--- src/inc/acc_map.svh ---
/*
  Register offsets, field positions, reset values and conversion lengths
  for the converter control block. Assumes byte addressing on a 32-bit bus.
*/
`ifndef ACC_MAP_SVH
`define ACC_MAP_SVH

// Byte offsets, one aligned word each
`define ACC_OFF_INPUT_SELECT 8'h00
`define ACC_OFF_CTRL_STATUS 8'h04
`define ACC_OFF_RESULT_LOW 8'h08
`define ACC_OFF_RESULT_HIGH 8'h0c
`define ACC_OFF_SPECIAL_IO 8'h10

// Input select fields
`define ACC_SEL_REF_HI 7
`define ACC_SEL_REF_LO 6
`define ACC_SEL_LEFT 5
`define ACC_SEL_CHAN_HI 4

// Control status fields
`define ACC_CS_ENABLE 7
`define ACC_CS_START 6
`define ACC_CS_AUTO 5
`define ACC_CS_DONE 4
`define ACC_CS_IE 3
`define ACC_CS_DIV_HI 2

// Special function fields
`define ACC_SF_TRIG_HI 7
`define ACC_SF_TRIG_LO 5
`define ACC_SF_RSVD 4
`define ACC_SF_MISC_HI 3

// Reset value of every register
`define ACC_RESET_BYTE 8'h00

// Conversion lengths in converter clock cycles
`define ACC_FIRST_CYCLES 5'd25
`define ACC_NORMAL_CYCLES 5'd13

// Bus responses
`define ACC_RESP_OKAY 2'b00
`define ACC_RESP_SLVERR 2'b10

`endif

--- src/inc/acc_pkg.sv ---
/*
  Types for the converter control block: input routing decode, gain,
  sequencer state and the request bundle sent to the analog core.
  Assumes nothing of its surroundings.
*/
package acc_pkg;

  typedef enum logic [1:0] {acc_src_single, acc_src_diff, acc_src_bandgap, acc_src_ground} acc_src_t;

  typedef enum logic [1:0] {acc_gain_1x, acc_gain_10x, acc_gain_200x} acc_gain_t;

  typedef enum logic {acc_st_idle, acc_st_convert} acc_state_t;

  // Routing for the multiplexer and gain stage
  typedef struct packed {
    acc_src_t src;
    logic [2:0] pos;
    logic [1:0] neg;
    acc_gain_t gain;
  } acc_route_t;

  // Request bundle toward the analog core
  typedef struct packed {
    logic powered;
    logic start;
    logic first;
    logic tick;
    logic [1:0] ref_sel;
    acc_route_t route;
  } acc_core_req_t;

endpackage

--- src/rtl/acc_ctrl.sv ---
/*
  Converter control and result logic with an AXI4-Lite register slave.
  Assumes trigger flags, the core result and the interrupt acknowledge come
  from logic on aclk, and the analog core samples on the tick pulses given.
*/
// Our own choices: the placing of the registers and register access over AXI4-Lite.
// Functional notes
// - Channel change waits for running conversion end
// - Codes 0-7 single, 30 bandgap, 31 ground
// - Codes 8-29 differential pairs with gain
// - Enable bit powers; clearing aborts conversion
// - Start bit launches single or first conversion
// - First conversion 25 cycles, later 13
// - Start bit reads one while converting
// - Auto trigger starts on selected rising edge
// - Done flag set when result updated; code sets it at every conversion end, even while read lock holds result
// - Done flag cleared by ack or one
// - Interrupt when flag, enable, global enable set
// - Prescaler divides 2 up to 128
// - Low byte read locks result until high
// - Right or left justified result bytes
// - Differential results in two's complement
// - Trigger source ignored without auto trigger
// - Trigger source codes select peripheral flags
// - Source switch to set flag triggers
// - Switching to free running never triggers
// - Justify change alters presentation immediately
// - Reference change waits for conversion end
`timescale 1ns/10ps
`include "acc_map.svh"

module acc_ctrl #(
  parameter int DIV_W = 7
) (
  // Clock and reset
  input wire logic aclk,
  input wire logic aresetn,
  // AXI4-Lite write address and data
  input wire logic awvalid,
  output logic awready,
  input wire logic [7:0] awaddr,
  input wire logic [2:0] awprot,
  input wire logic wvalid,
  output logic wready,
  input wire logic [31:0] wdata,
  input wire logic [3:0] wstrb,
  // AXI4-Lite write response
  output logic bvalid,
  input wire logic bready,
  output logic [1:0] bresp,
  // AXI4-Lite read
  input wire logic arvalid,
  output logic arready,
  input wire logic [7:0] araddr,
  input wire logic [2:0] arprot,
  output logic rvalid,
  input wire logic rready,
  output logic [31:0] rdata,
  output logic [1:0] rresp,
  // Peripheral trigger flags, index 1 to 7
  input wire logic [7:1] trigger_flags,
  // Processor side interrupt
  input wire logic global_irq_enable,
  input wire logic irq_vector_ack,
  output logic done_irq,
  // Analog core
  output acc_pkg::acc_core_req_t core_req,
  input wire logic [9:0] core_result
);

  // Conversion length in converter clocks
  function automatic logic [4:0] conv_len(input logic first);
    conv_len = first ? `ACC_FIRST_CYCLES : `ACC_NORMAL_CYCLES;
  endfunction

  // Prescaler terminal count
  function automatic logic [DIV_W-1:0] div_limit(input logic [2:0] code);
    logic [7:0] factor;
    factor = (code < 3'd2) ? 8'h02 : (8'h01 << code);
    div_limit = DIV_W'(factor - 8'h01);
  endfunction

  // Selection code to routing
  function automatic acc_pkg::acc_route_t decode_route(input logic [4:0] code);
    acc_pkg::acc_route_t r;
    r.src = acc_pkg::acc_src_diff;
    r.pos = code[2:0];
    r.neg = 2'd1;
    r.gain = acc_pkg::acc_gain_1x;
    if (code < 5'h08) begin
      r.src = acc_pkg::acc_src_single;
      r.neg = 2'd0;
    end else if (code < 5'h10) begin
      r.pos = {1'b0, code[2], code[0]};
      r.neg = code[2] ? 2'd2 : 2'd0;
      r.gain = code[1] ? acc_pkg::acc_gain_200x : acc_pkg::acc_gain_10x;
    end else if (code >= 5'h18 && code < 5'h1e) begin
      r.neg = 2'd2;
    end else if (code == 5'h1e) begin
      r.src = acc_pkg::acc_src_bandgap;
      r.pos = 3'd0;
      r.neg = 2'd0;
    end else if (code == 5'h1f) begin
      r.src = acc_pkg::acc_src_ground;
      r.pos = 3'd0;
      r.neg = 2'd0;
    end
    decode_route = r;
  endfunction

  // Register state
  logic [1:0] ref_q;
  logic [4:0] chan_q;
  logic [2:0] div_q;
  logic [2:0] trig_q;
  logic [3:0] misc_q;
  logic [9:0] result_q;
  logic left_q, enable_q, auto_q, done_q, ie_q, lock_q, first_q, irq_q;

  // Sequencer state
  acc_pkg::acc_state_t state_q;
  logic [4:0] cnt_q;
  logic [DIV_W-1:0] pcnt_q;
  logic tick_q, trig_prev_q;
  logic [1:0] act_ref_q;
  logic [4:0] act_chan_q;

  // Bus state
  logic aw_full_q, w_full_q, w_lane_q, bvalid_q, rvalid_q;
  logic [7:0] aw_addr_q;
  logic [7:0] w_byte_q;
  logic [1:0] bresp_q;
  logic [31:0] rdata_q;
  logic [1:0] rresp_q;

  // Write decode
  wire wr_fire = aw_full_q & w_full_q & ~bvalid_q;
  wire wr_lane = wr_fire & w_lane_q;
  wire wr_sel = wr_lane & (aw_addr_q == `ACC_OFF_INPUT_SELECT);
  wire wr_cs = wr_lane & (aw_addr_q == `ACC_OFF_CTRL_STATUS);
  wire wr_sf = wr_lane & (aw_addr_q == `ACC_OFF_SPECIAL_IO);
  wire wr_hit = (aw_addr_q <= `ACC_OFF_SPECIAL_IO);

  // Read decode
  wire rd_fire = arvalid & ~rvalid_q;
  wire rd_low = rd_fire & (araddr == `ACC_OFF_RESULT_LOW);
  wire rd_high = rd_fire & (araddr == `ACC_OFF_RESULT_HIGH);

  // Enable and start requests
  wire enable_d = wr_cs ? w_byte_q[`ACC_CS_ENABLE] : enable_q;
  wire sw_start = wr_cs & w_byte_q[`ACC_CS_START] & enable_d;
  wire first_pend = first_q | (~enable_q & enable_d);

  // Trigger edge on selected flag, source zero never asserts
  wire [7:0] flag_vec = {trigger_flags, 1'b0};
  wire trig_level = flag_vec[trig_q];
  wire trig_edge = auto_q & trig_level & ~trig_prev_q;

  // Sequencing
  wire busy = (state_q == acc_pkg::acc_st_convert);
  wire finish = busy & tick_q & (cnt_q == 5'd1);
  wire free_run = auto_q & (trig_q == 3'd0);
  wire launch = enable_d & ~busy & (sw_start | trig_edge);
  wire restart = finish & free_run & enable_d;
  wire abort = busy & ~enable_d;

  // Result capture, differential results flipped to two's complement
  wire is_diff = (act_chan_q >= 5'h08) && (act_chan_q < 5'h1e);
  wire [9:0] capt = is_diff ? {~core_result[9], core_result[8:0]} : core_result;

  // Byte presentation, follows justify bit at once
  wire [7:0] res_low = left_q ? {result_q[1:0], 6'h00} : result_q[7:0];
  wire [7:0] res_high = left_q ? result_q[9:2] : {6'h00, result_q[9:8]};

  // Read data mux
  wire [7:0] cs_view = {enable_q, busy, auto_q, done_q, ie_q, div_q};
  wire [7:0] sel_view = {ref_q, left_q, chan_q};
  wire [7:0] sf_view = {trig_q, 1'b0, misc_q};
  wire rd_hit = (araddr <= `ACC_OFF_SPECIAL_IO) && (araddr[1:0] == 2'b00);
  wire [7:0] rd_byte = (araddr == `ACC_OFF_INPUT_SELECT) ? sel_view :
                       (araddr == `ACC_OFF_CTRL_STATUS) ? cs_view :
                       (araddr == `ACC_OFF_RESULT_LOW) ? res_low :
                       (araddr == `ACC_OFF_RESULT_HIGH) ? res_high :
                       (araddr == `ACC_OFF_SPECIAL_IO) ? sf_view : 8'h00;

  // Done flag: set wins over both clears
  wire done_clr = (wr_cs & w_byte_q[`ACC_CS_DONE]) | irq_vector_ack;
  wire done_d = finish | (done_q & ~done_clr);

  // Bus write channels
  always_ff @(posedge aclk) begin
    if (!aresetn) begin
      aw_full_q <= 1'b0;
      aw_addr_q <= 8'h00;
    end else if (awvalid & ~aw_full_q & ~bvalid_q) begin
      aw_full_q <= 1'b1;
      aw_addr_q <= {awaddr[7:2], 2'b00};
    end else if (wr_fire) begin
      aw_full_q <= 1'b0;
    end
  end

  always_ff @(posedge aclk) begin
    if (!aresetn) begin
      w_full_q <= 1'b0;
      w_byte_q <= 8'h00;
      w_lane_q <= 1'b0;
    end else if (wvalid & ~w_full_q & ~bvalid_q) begin
      w_full_q <= 1'b1;
      w_byte_q <= wdata[7:0];
      w_lane_q <= wstrb[0];
    end else if (wr_fire) begin
      w_full_q <= 1'b0;
    end
  end

  always_ff @(posedge aclk) begin
    if (!aresetn) begin
      bvalid_q <= 1'b0;
      bresp_q <= `ACC_RESP_OKAY;
    end else if (wr_fire) begin
      bvalid_q <= 1'b1;
      bresp_q <= wr_hit ? `ACC_RESP_OKAY : `ACC_RESP_SLVERR;
    end else if (bready) begin
      bvalid_q <= 1'b0;
    end
  end

  // Bus read channel
  always_ff @(posedge aclk) begin
    if (!aresetn) begin
      rvalid_q <= 1'b0;
      rdata_q <= 32'h0000_0000;
      rresp_q <= `ACC_RESP_OKAY;
    end else if (rd_fire) begin
      rvalid_q <= 1'b1;
      rdata_q <= {24'h00_0000, rd_byte};
      rresp_q <= rd_hit ? `ACC_RESP_OKAY : `ACC_RESP_SLVERR;
    end else if (rready) begin
      rvalid_q <= 1'b0;
    end
  end

  // Software registers
  always_ff @(posedge aclk) begin
    if (!aresetn) begin
      {ref_q, left_q, chan_q} <= `ACC_RESET_BYTE;
    end else if (wr_sel) begin
      {ref_q, left_q, chan_q} <= w_byte_q;
    end
  end

  always_ff @(posedge aclk) begin
    if (!aresetn) begin
      enable_q <= 1'b0;
      auto_q <= 1'b0;
      ie_q <= 1'b0;
      div_q <= 3'h0;
    end else if (wr_cs) begin
      enable_q <= w_byte_q[`ACC_CS_ENABLE];
      auto_q <= w_byte_q[`ACC_CS_AUTO];
      ie_q <= w_byte_q[`ACC_CS_IE];
      div_q <= w_byte_q[`ACC_CS_DIV_HI:0];
    end
  end

  always_ff @(posedge aclk) begin
    if (!aresetn) begin
      trig_q <= 3'h0;
      misc_q <= 4'h0;
    end else if (wr_sf) begin
      trig_q <= w_byte_q[`ACC_SF_TRIG_HI:`ACC_SF_TRIG_LO];
      misc_q <= w_byte_q[`ACC_SF_MISC_HI:0];
    end
  end

  // Done flag, interrupt request and trigger history
  always_ff @(posedge aclk) begin
    if (!aresetn) begin
      done_q <= 1'b0;
      irq_q <= 1'b0;
      trig_prev_q <= 1'b0;
    end else begin
      done_q <= done_d;
      irq_q <= done_d & ie_q & global_irq_enable;
      trig_prev_q <= trig_level;
    end
  end

  // Result and read lock
  always_ff @(posedge aclk) begin
    if (!aresetn) begin
      result_q <= 10'h000;
      lock_q <= 1'b0;
    end else begin
      if (finish & ~lock_q) begin
        result_q <= capt;
      end
      if (rd_low) begin
        lock_q <= 1'b1;
      end else if (rd_high) begin
        lock_q <= 1'b0;
      end
    end
  end

  // Prescaler, runs while enabled
  always_ff @(posedge aclk) begin
    if (!aresetn || !enable_q) begin
      pcnt_q <= '0;
      tick_q <= 1'b0;
    end else if (pcnt_q >= div_limit(div_q)) begin
      pcnt_q <= '0;
      tick_q <= 1'b1;
    end else begin
      pcnt_q <= pcnt_q + 1'b1;
      tick_q <= 1'b0;
    end
  end

  // Conversion sequencer
  always_ff @(posedge aclk) begin
    if (!aresetn) begin
      state_q <= acc_pkg::acc_st_idle;
      cnt_q <= 5'd0;
      first_q <= 1'b0;
      act_ref_q <= 2'h0;
      act_chan_q <= 5'h00;
    end else begin
      if (!enable_d) begin
        first_q <= 1'b0;
      end else if (~enable_q) begin
        first_q <= 1'b1;
      end
      case (state_q)
        acc_pkg::acc_st_idle: begin
          if (launch) begin
            state_q <= acc_pkg::acc_st_convert;
            cnt_q <= conv_len(first_pend);
            first_q <= 1'b0;
            act_ref_q <= ref_q;
            act_chan_q <= chan_q;
          end
        end
        acc_pkg::acc_st_convert: begin
          if (abort) begin
            state_q <= acc_pkg::acc_st_idle;
            cnt_q <= 5'd0;
          end else if (restart) begin
            cnt_q <= conv_len(1'b0);
            act_ref_q <= ref_q;
            act_chan_q <= chan_q;
          end else if (finish) begin
            state_q <= acc_pkg::acc_st_idle;
            cnt_q <= 5'd0;
          end else if (tick_q) begin
            cnt_q <= cnt_q - 5'd1;
          end
        end
        default: begin
          state_q <= acc_pkg::acc_st_idle;
        end
      endcase
    end
  end

  // Core request register
  always_ff @(posedge aclk) begin
    if (!aresetn) begin
      core_req <= '0;
    end else begin
      core_req.powered <= enable_d;
      core_req.start <= launch | restart;
      core_req.first <= launch & first_pend;
      core_req.tick <= enable_q & tick_q;
      core_req.ref_sel <= (launch | restart) ? ref_q : act_ref_q;
      core_req.route <= decode_route((launch | restart) ? chan_q : act_chan_q);
    end
  end

  // Port drive
  assign awready = ~aw_full_q & ~bvalid_q;
  assign wready = ~w_full_q & ~bvalid_q;
  assign bvalid = bvalid_q;
  assign bresp = bresp_q;
  assign arready = ~rvalid_q;
  assign rvalid = rvalid_q;
  assign rdata = rdata_q;
  assign rresp = rresp_q;
  assign done_irq = irq_q;

endmodule

--- config.mk ---
export PLATFORM = sky130hd
export DESIGN_NAME = acc_ctrl
export DESIGN_NICKNAME = d
export VERILOG_FILES = /design/src/inc/acc_pkg.sv /design/src/rtl/acc_ctrl.sv
export VERILOG_INCLUDE_DIRS = /design/src /design/src/inc
export SDC_FILE = /design/constraint.sdc
export NUM_CORES = 1
export LEC_CHECK = 0
export ABC_AREA = 1
export BUFFER_PORTS_ARGS = -buffer_cell sky130_fd_sc_hd__buf_4
export CAP_MARGIN = 20
export CORE_MARGIN = 8
export CORE_UTILIZATION = 52
export DETAILED_ROUTE_END_ITERATION = 8
export PLACE_DENSITY = 0.84
export SLEW_MARGIN = 0
export SYNTH_ARGS = -nofsm -noshare
export SYNTH_HDL_FRONTEND = slang
export SYNTH_SLANG_ARGS = --single-unit
--- constraint.sdc ---
create_clock -name aclk -period 3 [get_ports aclk]
set_input_delay 0.15 -clock aclk [delete_from_list [all_inputs] [get_ports aclk]]
set_output_delay 0.15 -clock aclk [all_outputs]
set_load 0.01 [all_outputs]
==> impl_table.tex <==
\begin{tabular}{lr}
\hline
Metric & Value \\
\hline
\multicolumn{2}{l}{\textbf{Die}} \\
\quad Horizontal die dimension & 112 um \\
\quad Placeable Area & 9110 sq um \\
\quad Vert. Die Dim & 112 um \\
\quad Starting density of the core & 0.527 \\
\quad Ports placed on the boundary & 141 \\
\quad Row count & 35 \\
\quad Total die area & 12,600 sq um \\
\multicolumn{2}{l}{\textbf{Synthesis}} \\
\quad Synth Area in Compound Gates & 0.165 \\
\quad Multiplexer area fraction after synthesis & 0 \\
\quad Largest family of logic cells by synthesized area & simple AND/OR/NAND/NOR gates \\
\quad XOR/XNOR share of the synthesized area & 0.00913 \\
\quad Number of synthesized flops with an enable pin & 0 \\
\quad Prevailing post-synth register cell & sky130\_fd\_sc\_hd\_\_dfxtp\_1 \\
\quad Sequential area share after synthesis & 0.417 \\
\quad Simple-Gate Fraction of Synth Area & 0.252 \\
\quad YS warnings & 0 \\
\quad Share of flip-flops with an asynchronous set or reset after synthesis & 0 \\
\quad Number of unique standard cell types used by synthesis & 42 \\
\quad FF+latch count, synth & 100 \\
\quad Netlist area before placement & 4800 sq um \\
\quad Gate count after technology mapping & 653 \\
\quad Post-Syn Area per Cell & 7.35 sq um \\
\quad Adder-cell area share of the yosys netlist & 0.0313 \\
\multicolumn{2}{l}{\textbf{Clock network}} \\
\quad CTS sink cnt & 100 \\
\quad Count of H-tree levels built during CTS & 3 \\
\quad Number of buffers inserted during clock tree synthesis & 9 \\
\quad Post-CTS setup repair buffer count & 0 \\
\quad Max clock buf depth & 2 \\
\quad Clock-pin slew on the worst setup and hold paths & 110 ps \\
\quad Clk Latency, worst-skew pair & 370 ps \\
\quad Master cell of the clock root buffer & sky130\_fd\_sc\_hd\_\_clkbuf\_8 \\
\quad Clock tree from TritonCTS & built \\
\multicolumn{2}{l}{\textbf{Pwr}} \\
\quad Clock power frac & 0.374 \\
\quad Worst vdd rail ir drop & 257 uV \\
\quad Power Dens Cells & 451 nW/um\^{}2 \\
\quad Switching power & 672 uW \\
\quad Pwr Total & 2520 uW \\
\quad Internal power consumption & 1850 uW \\
\quad Standby leakage power & 0.00246 uW \\
\quad Power share of the combinational group & 0.079 \\
\quad Switching Fraction & 0.267 \\
\quad Reg power frac & 0.547 \\
\multicolumn{2}{l}{\textbf{Detailed routing}} \\
\quad Total Routed Length & 12,300 um \\
\quad Count of antenna-violating nets left after detailed routing & 0 \\
\quad Number of iterations in the first detailed-routing pass & 5 \\
\quad Drt drc & 0 \\
\quad Via count & 4,352 \\
\quad Post-detailed-route wirelength per cell & 14.6 um \\
\quad Vias per cell & 5.17 \\
\quad Iteration-0 DRC Markers & 292 \\
\multicolumn{2}{l}{\textbf{STA}} \\
\quad Worst clock skew on the final layout & 9.89 ps \\
\quad Worst Tran Pin Value & 1010 ps \\
\quad Post-route clock period utilization & 0.788 \\
\quad Max-slew violation count & 0 \\
\quad Max\_slew headroom & 0.328 \\
\quad Setup repair after global routing missed its margin & false \\
\quad PnR worst setup slack & 637 ps \\
\quad Number of endpoints with negative hold slack in the final report & 0 \\
\quad Achievable clock frequency & 423 MHz \\
\quad Minimum clock period & 2360 ps \\
\quad Fin Setup TNS & 0 ps \\
\quad Setup violations, final & 0 \\
\multicolumn{2}{l}{\textbf{Place}} \\
\quad Placer's final routability congestion estimate & 0.873 \\
\quad Placed Cells incl. Taps & 824 \\
\quad Setup slack after placement & 681 ps \\
\quad Port bufs & 79 \\
\quad DPL Wire Length & 9320 um \\
\multicolumn{2}{l}{\textbf{Cells and area}} \\
\quad Final std cells w/o fill & 842 \\
\quad Nets@finish & 822 \\
\quad Ant diodes & 0 \\
\quad Share of cells above drive strength 1 & 0.171 \\
\quad Synthesis-to-finish area growth & 16.5\% \\
\multicolumn{2}{l}{\textbf{Setup path}} \\
\quad Family with the most delay on the worst path & simple AND/OR/NAND/NOR gates \\
\quad Worst EP arrival & 2670 ps \\
\quad Bufs and invs on worst path & 1 \\
\quad Slowest Stage Delay on Critical Path & 500 ps \\
\quad Critical path class & register to register \\
\quad Library cell appearing most often on the critical path & sky130\_fd\_sc\_hd\_\_ha\_1 \\
\quad CP Capture Type & register \\
\quad Worst endpoint required time & 3300 ps \\
\quad Slowest library cell on the worst path & sky130\_fd\_sc\_hd\_\_dfxtp\_1 \\
\quad Startpoint Class & register \\
\quad Worst-path fanout max & 8 \\
\quad Critical path, cell by cell & nand3\_1, ha\_1, xnor2\_1, inv\_1, ha\_1, a21oi\_1, o21a\_1, o221ai\_1, or2\_2, nor3b\_1 \\
\multicolumn{2}{l}{\textbf{Flow run}} \\
\quad Max Cap Violations & 0 \\
\multicolumn{2}{l}{\textbf{Global route}} \\
\quad Leftover overflow at the end of global routing & 0 \\
\quad Global-route wire length before repair & 20,300 um \\
\quad Antenna violations before repair & 0 \\
\quad Maximum number of pins on one net before global-route repair & 56 \\
\quad Number of global-route vias before repair & 4,373 \\
\quad Global-route total usage across every layer & 0.195 \\
\multicolumn{2}{l}{\textbf{Outcome}} \\
\quad Outcome & completed \\
\multicolumn{2}{l}{\textbf{Hold path}} \\
\quad HP Class & primary input to register \\
\hline
\end{tabular}
==> cell usage in the layout, fill, tap and decap left out, types with 3 or more instances in the layout <==
cell | Yosys | final
sky130_fd_sc_hd__a21oi_1 | 57 | 57
sky130_fd_sc_hd__buf_4 | 28 | 81
sky130_fd_sc_hd__clkbuf_8 | 0 | 9
sky130_fd_sc_hd__conb_1 | 2 | 27
sky130_fd_sc_hd__dfxtp_1 | 100 | 100
sky130_fd_sc_hd__ha_1 | 12 | 12
sky130_fd_sc_hd__inv_1 | 77 | 77
sky130_fd_sc_hd__nand2_1 | 99 | 99
sky130_fd_sc_hd__nand2_2 | 4 | 4
sky130_fd_sc_hd__nand2_4 | 6 | 6
sky130_fd_sc_hd__nand3_1 | 29 | 29
sky130_fd_sc_hd__nand3b_1 | 3 | 3
sky130_fd_sc_hd__nand4_1 | 8 | 8
sky130_fd_sc_hd__nor2_1 | 93 | 93
sky130_fd_sc_hd__nor2_2 | 3 | 3
sky130_fd_sc_hd__nor3_1 | 7 | 7
sky130_fd_sc_hd__o211ai_1 | 4 | 4
sky130_fd_sc_hd__o21a_1 | 3 | 3
sky130_fd_sc_hd__o21ai_0 | 63 | 63
sky130_fd_sc_hd__o32ai_1 | 3 | 3
sky130_fd_sc_hd__xor2_1 | 4 | 4
==> what timing repair did <==
| action | CTS | global route |
|---|---|---|
| gates resized for setup | 0 | 0 |
| hold buffers | 2 | 0 |
| endpoints found under the hold margin | 2 | 0 |
| endpoints found under the setup margin | 0 | 0 |
==> final cells by class <==
type,instances,area [sq um]
fillers,819,3520
multi-input cells,451,2300
flip-flops and latches,100,2000
repair buffers,83,628
inverters,81,307
well taps,111,139
clock buffers,9,124
clock inverters,7,93.8
==> worst paths after layout <==
path	startpoint	endpoint	slack, ps	cells after the start
max reg2reg	div_q[1]$_SDFFE_PN0N_	pcnt_q[3]$_SDFF_PP0_	640	10
max	div_q[1]$_SDFFE_PN0N_	pcnt_q[3]$_SDFF_PP0_	640	10
min reg2reg	misc_q[0]$_SDFFE_PN0P_	misc_q[0]$_SDFFE_PN0P_	470	2
min	global_irq_enable	done_irq$_SDFF_PN0_	8	2
==> worst reg2reg max path, stage by stage, from the launching register on <==
cell	delay [ps]
sky130_fd_sc_hd__dfxtp_1	500
sky130_fd_sc_hd__nand3_1	180
sky130_fd_sc_hd__ha_1	230
sky130_fd_sc_hd__xnor2_1	160
sky130_fd_sc_hd__inv_1	70
sky130_fd_sc_hd__ha_1	170
sky130_fd_sc_hd__a21oi_1	150
sky130_fd_sc_hd__o21a_1	120
sky130_fd_sc_hd__o221ai_1	150
sky130_fd_sc_hd__or2_2	380
sky130_fd_sc_hd__nor3b_1	180
==> kinds of logic (layout without fill, tap and decap cells) <==
logic type	after synthesis	in the layout
DFF	100	100
xor gates and xnor gates	5	5
and+or+nand+nor	264	264
other	2	27
adders and majority gates	12	12
buffers and inverters	127	180
AOI/OAI and AO/OA	143	143
==> stage by stage <==
stage,util,hold slack [ps],instance area [sq um]
floorplan,-,285,4890
global placement,0.588,377,5350
detailed placement,0.588,384,5350
CTS,0.614,3.90,5590
global route,0.614,0.388,5590
finish,0.614,7.64,5590
==> power groups by stage <==
stage	registers, uW	logic, uW	clock network, uW
3_3_place_gp	1410	190	0
3_5_place_dp	1410	196	0
2_1_floorplan	1400	138	0
4_1_cts	1380	199	949
6_report	1380	199	943
5_1_grt	1380	225	1010
==> state kept, by name, indices dropped and copies added (netlist names), 2 cells and up <==
register    flops
core_req       15
result_q       10
rdata           8
w_byte_q        8
pcnt_q          7
aw_addr_q       6
act_chan_q      5
chan_q          5
cnt_q           5
misc_q          4
div_q           3
trig_q          3
act_ref_q       2
ref_q           2
==> synth_stat cells, types with 3 or more instances <==
library cell | instances | share of area
sky130_fd_sc_hd__inv_1 | 77 | 0.060
sky130_fd_sc_hd__o21a_1 | 3 | 0.0047
sky130_fd_sc_hd__nor2_1 | 93 | 0.073
sky130_fd_sc_hd__nor3_1 | 7 | 0.0073
sky130_fd_sc_hd__nor2_2 | 3 | 0.0039
sky130_fd_sc_hd__dfxtp_1 | 100 | 0.42
sky130_fd_sc_hd__nand2_1 | 99 | 0.077
sky130_fd_sc_hd__nand2_2 | 4 | 0.0052
sky130_fd_sc_hd__o21ai_0 | 63 | 0.066
sky130_fd_sc_hd__clkbuf_1 | 17 | 0.013
sky130_fd_sc_hd__xor2_1 | 4 | 0.0073
sky130_fd_sc_hd__o211ai_1 | 4 | 0.0063
sky130_fd_sc_hd__buf_4 | 28 | 0.044
sky130_fd_sc_hd__nand3_1 | 29 | 0.030
sky130_fd_sc_hd__nand3b_1 | 3 | 0.0047
sky130_fd_sc_hd__ha_1 | 12 | 0.031
sky130_fd_sc_hd__a21oi_1 | 57 | 0.059
sky130_fd_sc_hd__nand2_4 | 6 | 0.014
sky130_fd_sc_hd__nand4_1 | 8 | 0.010
sky130_fd_sc_hd__o32ai_1 | 3 | 0.0055
==> layer usage <==
| layer | vias up | GRT usage | wire (um) |
|---|---|---|---|
| li1 | 2213 | - | - |
| met1 | 1967 | 0.242 | 5540 |
| met2 | 144 | 0.319 | 5650 |
| met3 | 28 | 0.0456 | 860 |
| met4 | 0 | 0.0791 | 283 |
| met5 | - | 0 | 0 |
No activity file was read; power rests on OpenSTA's default activity.
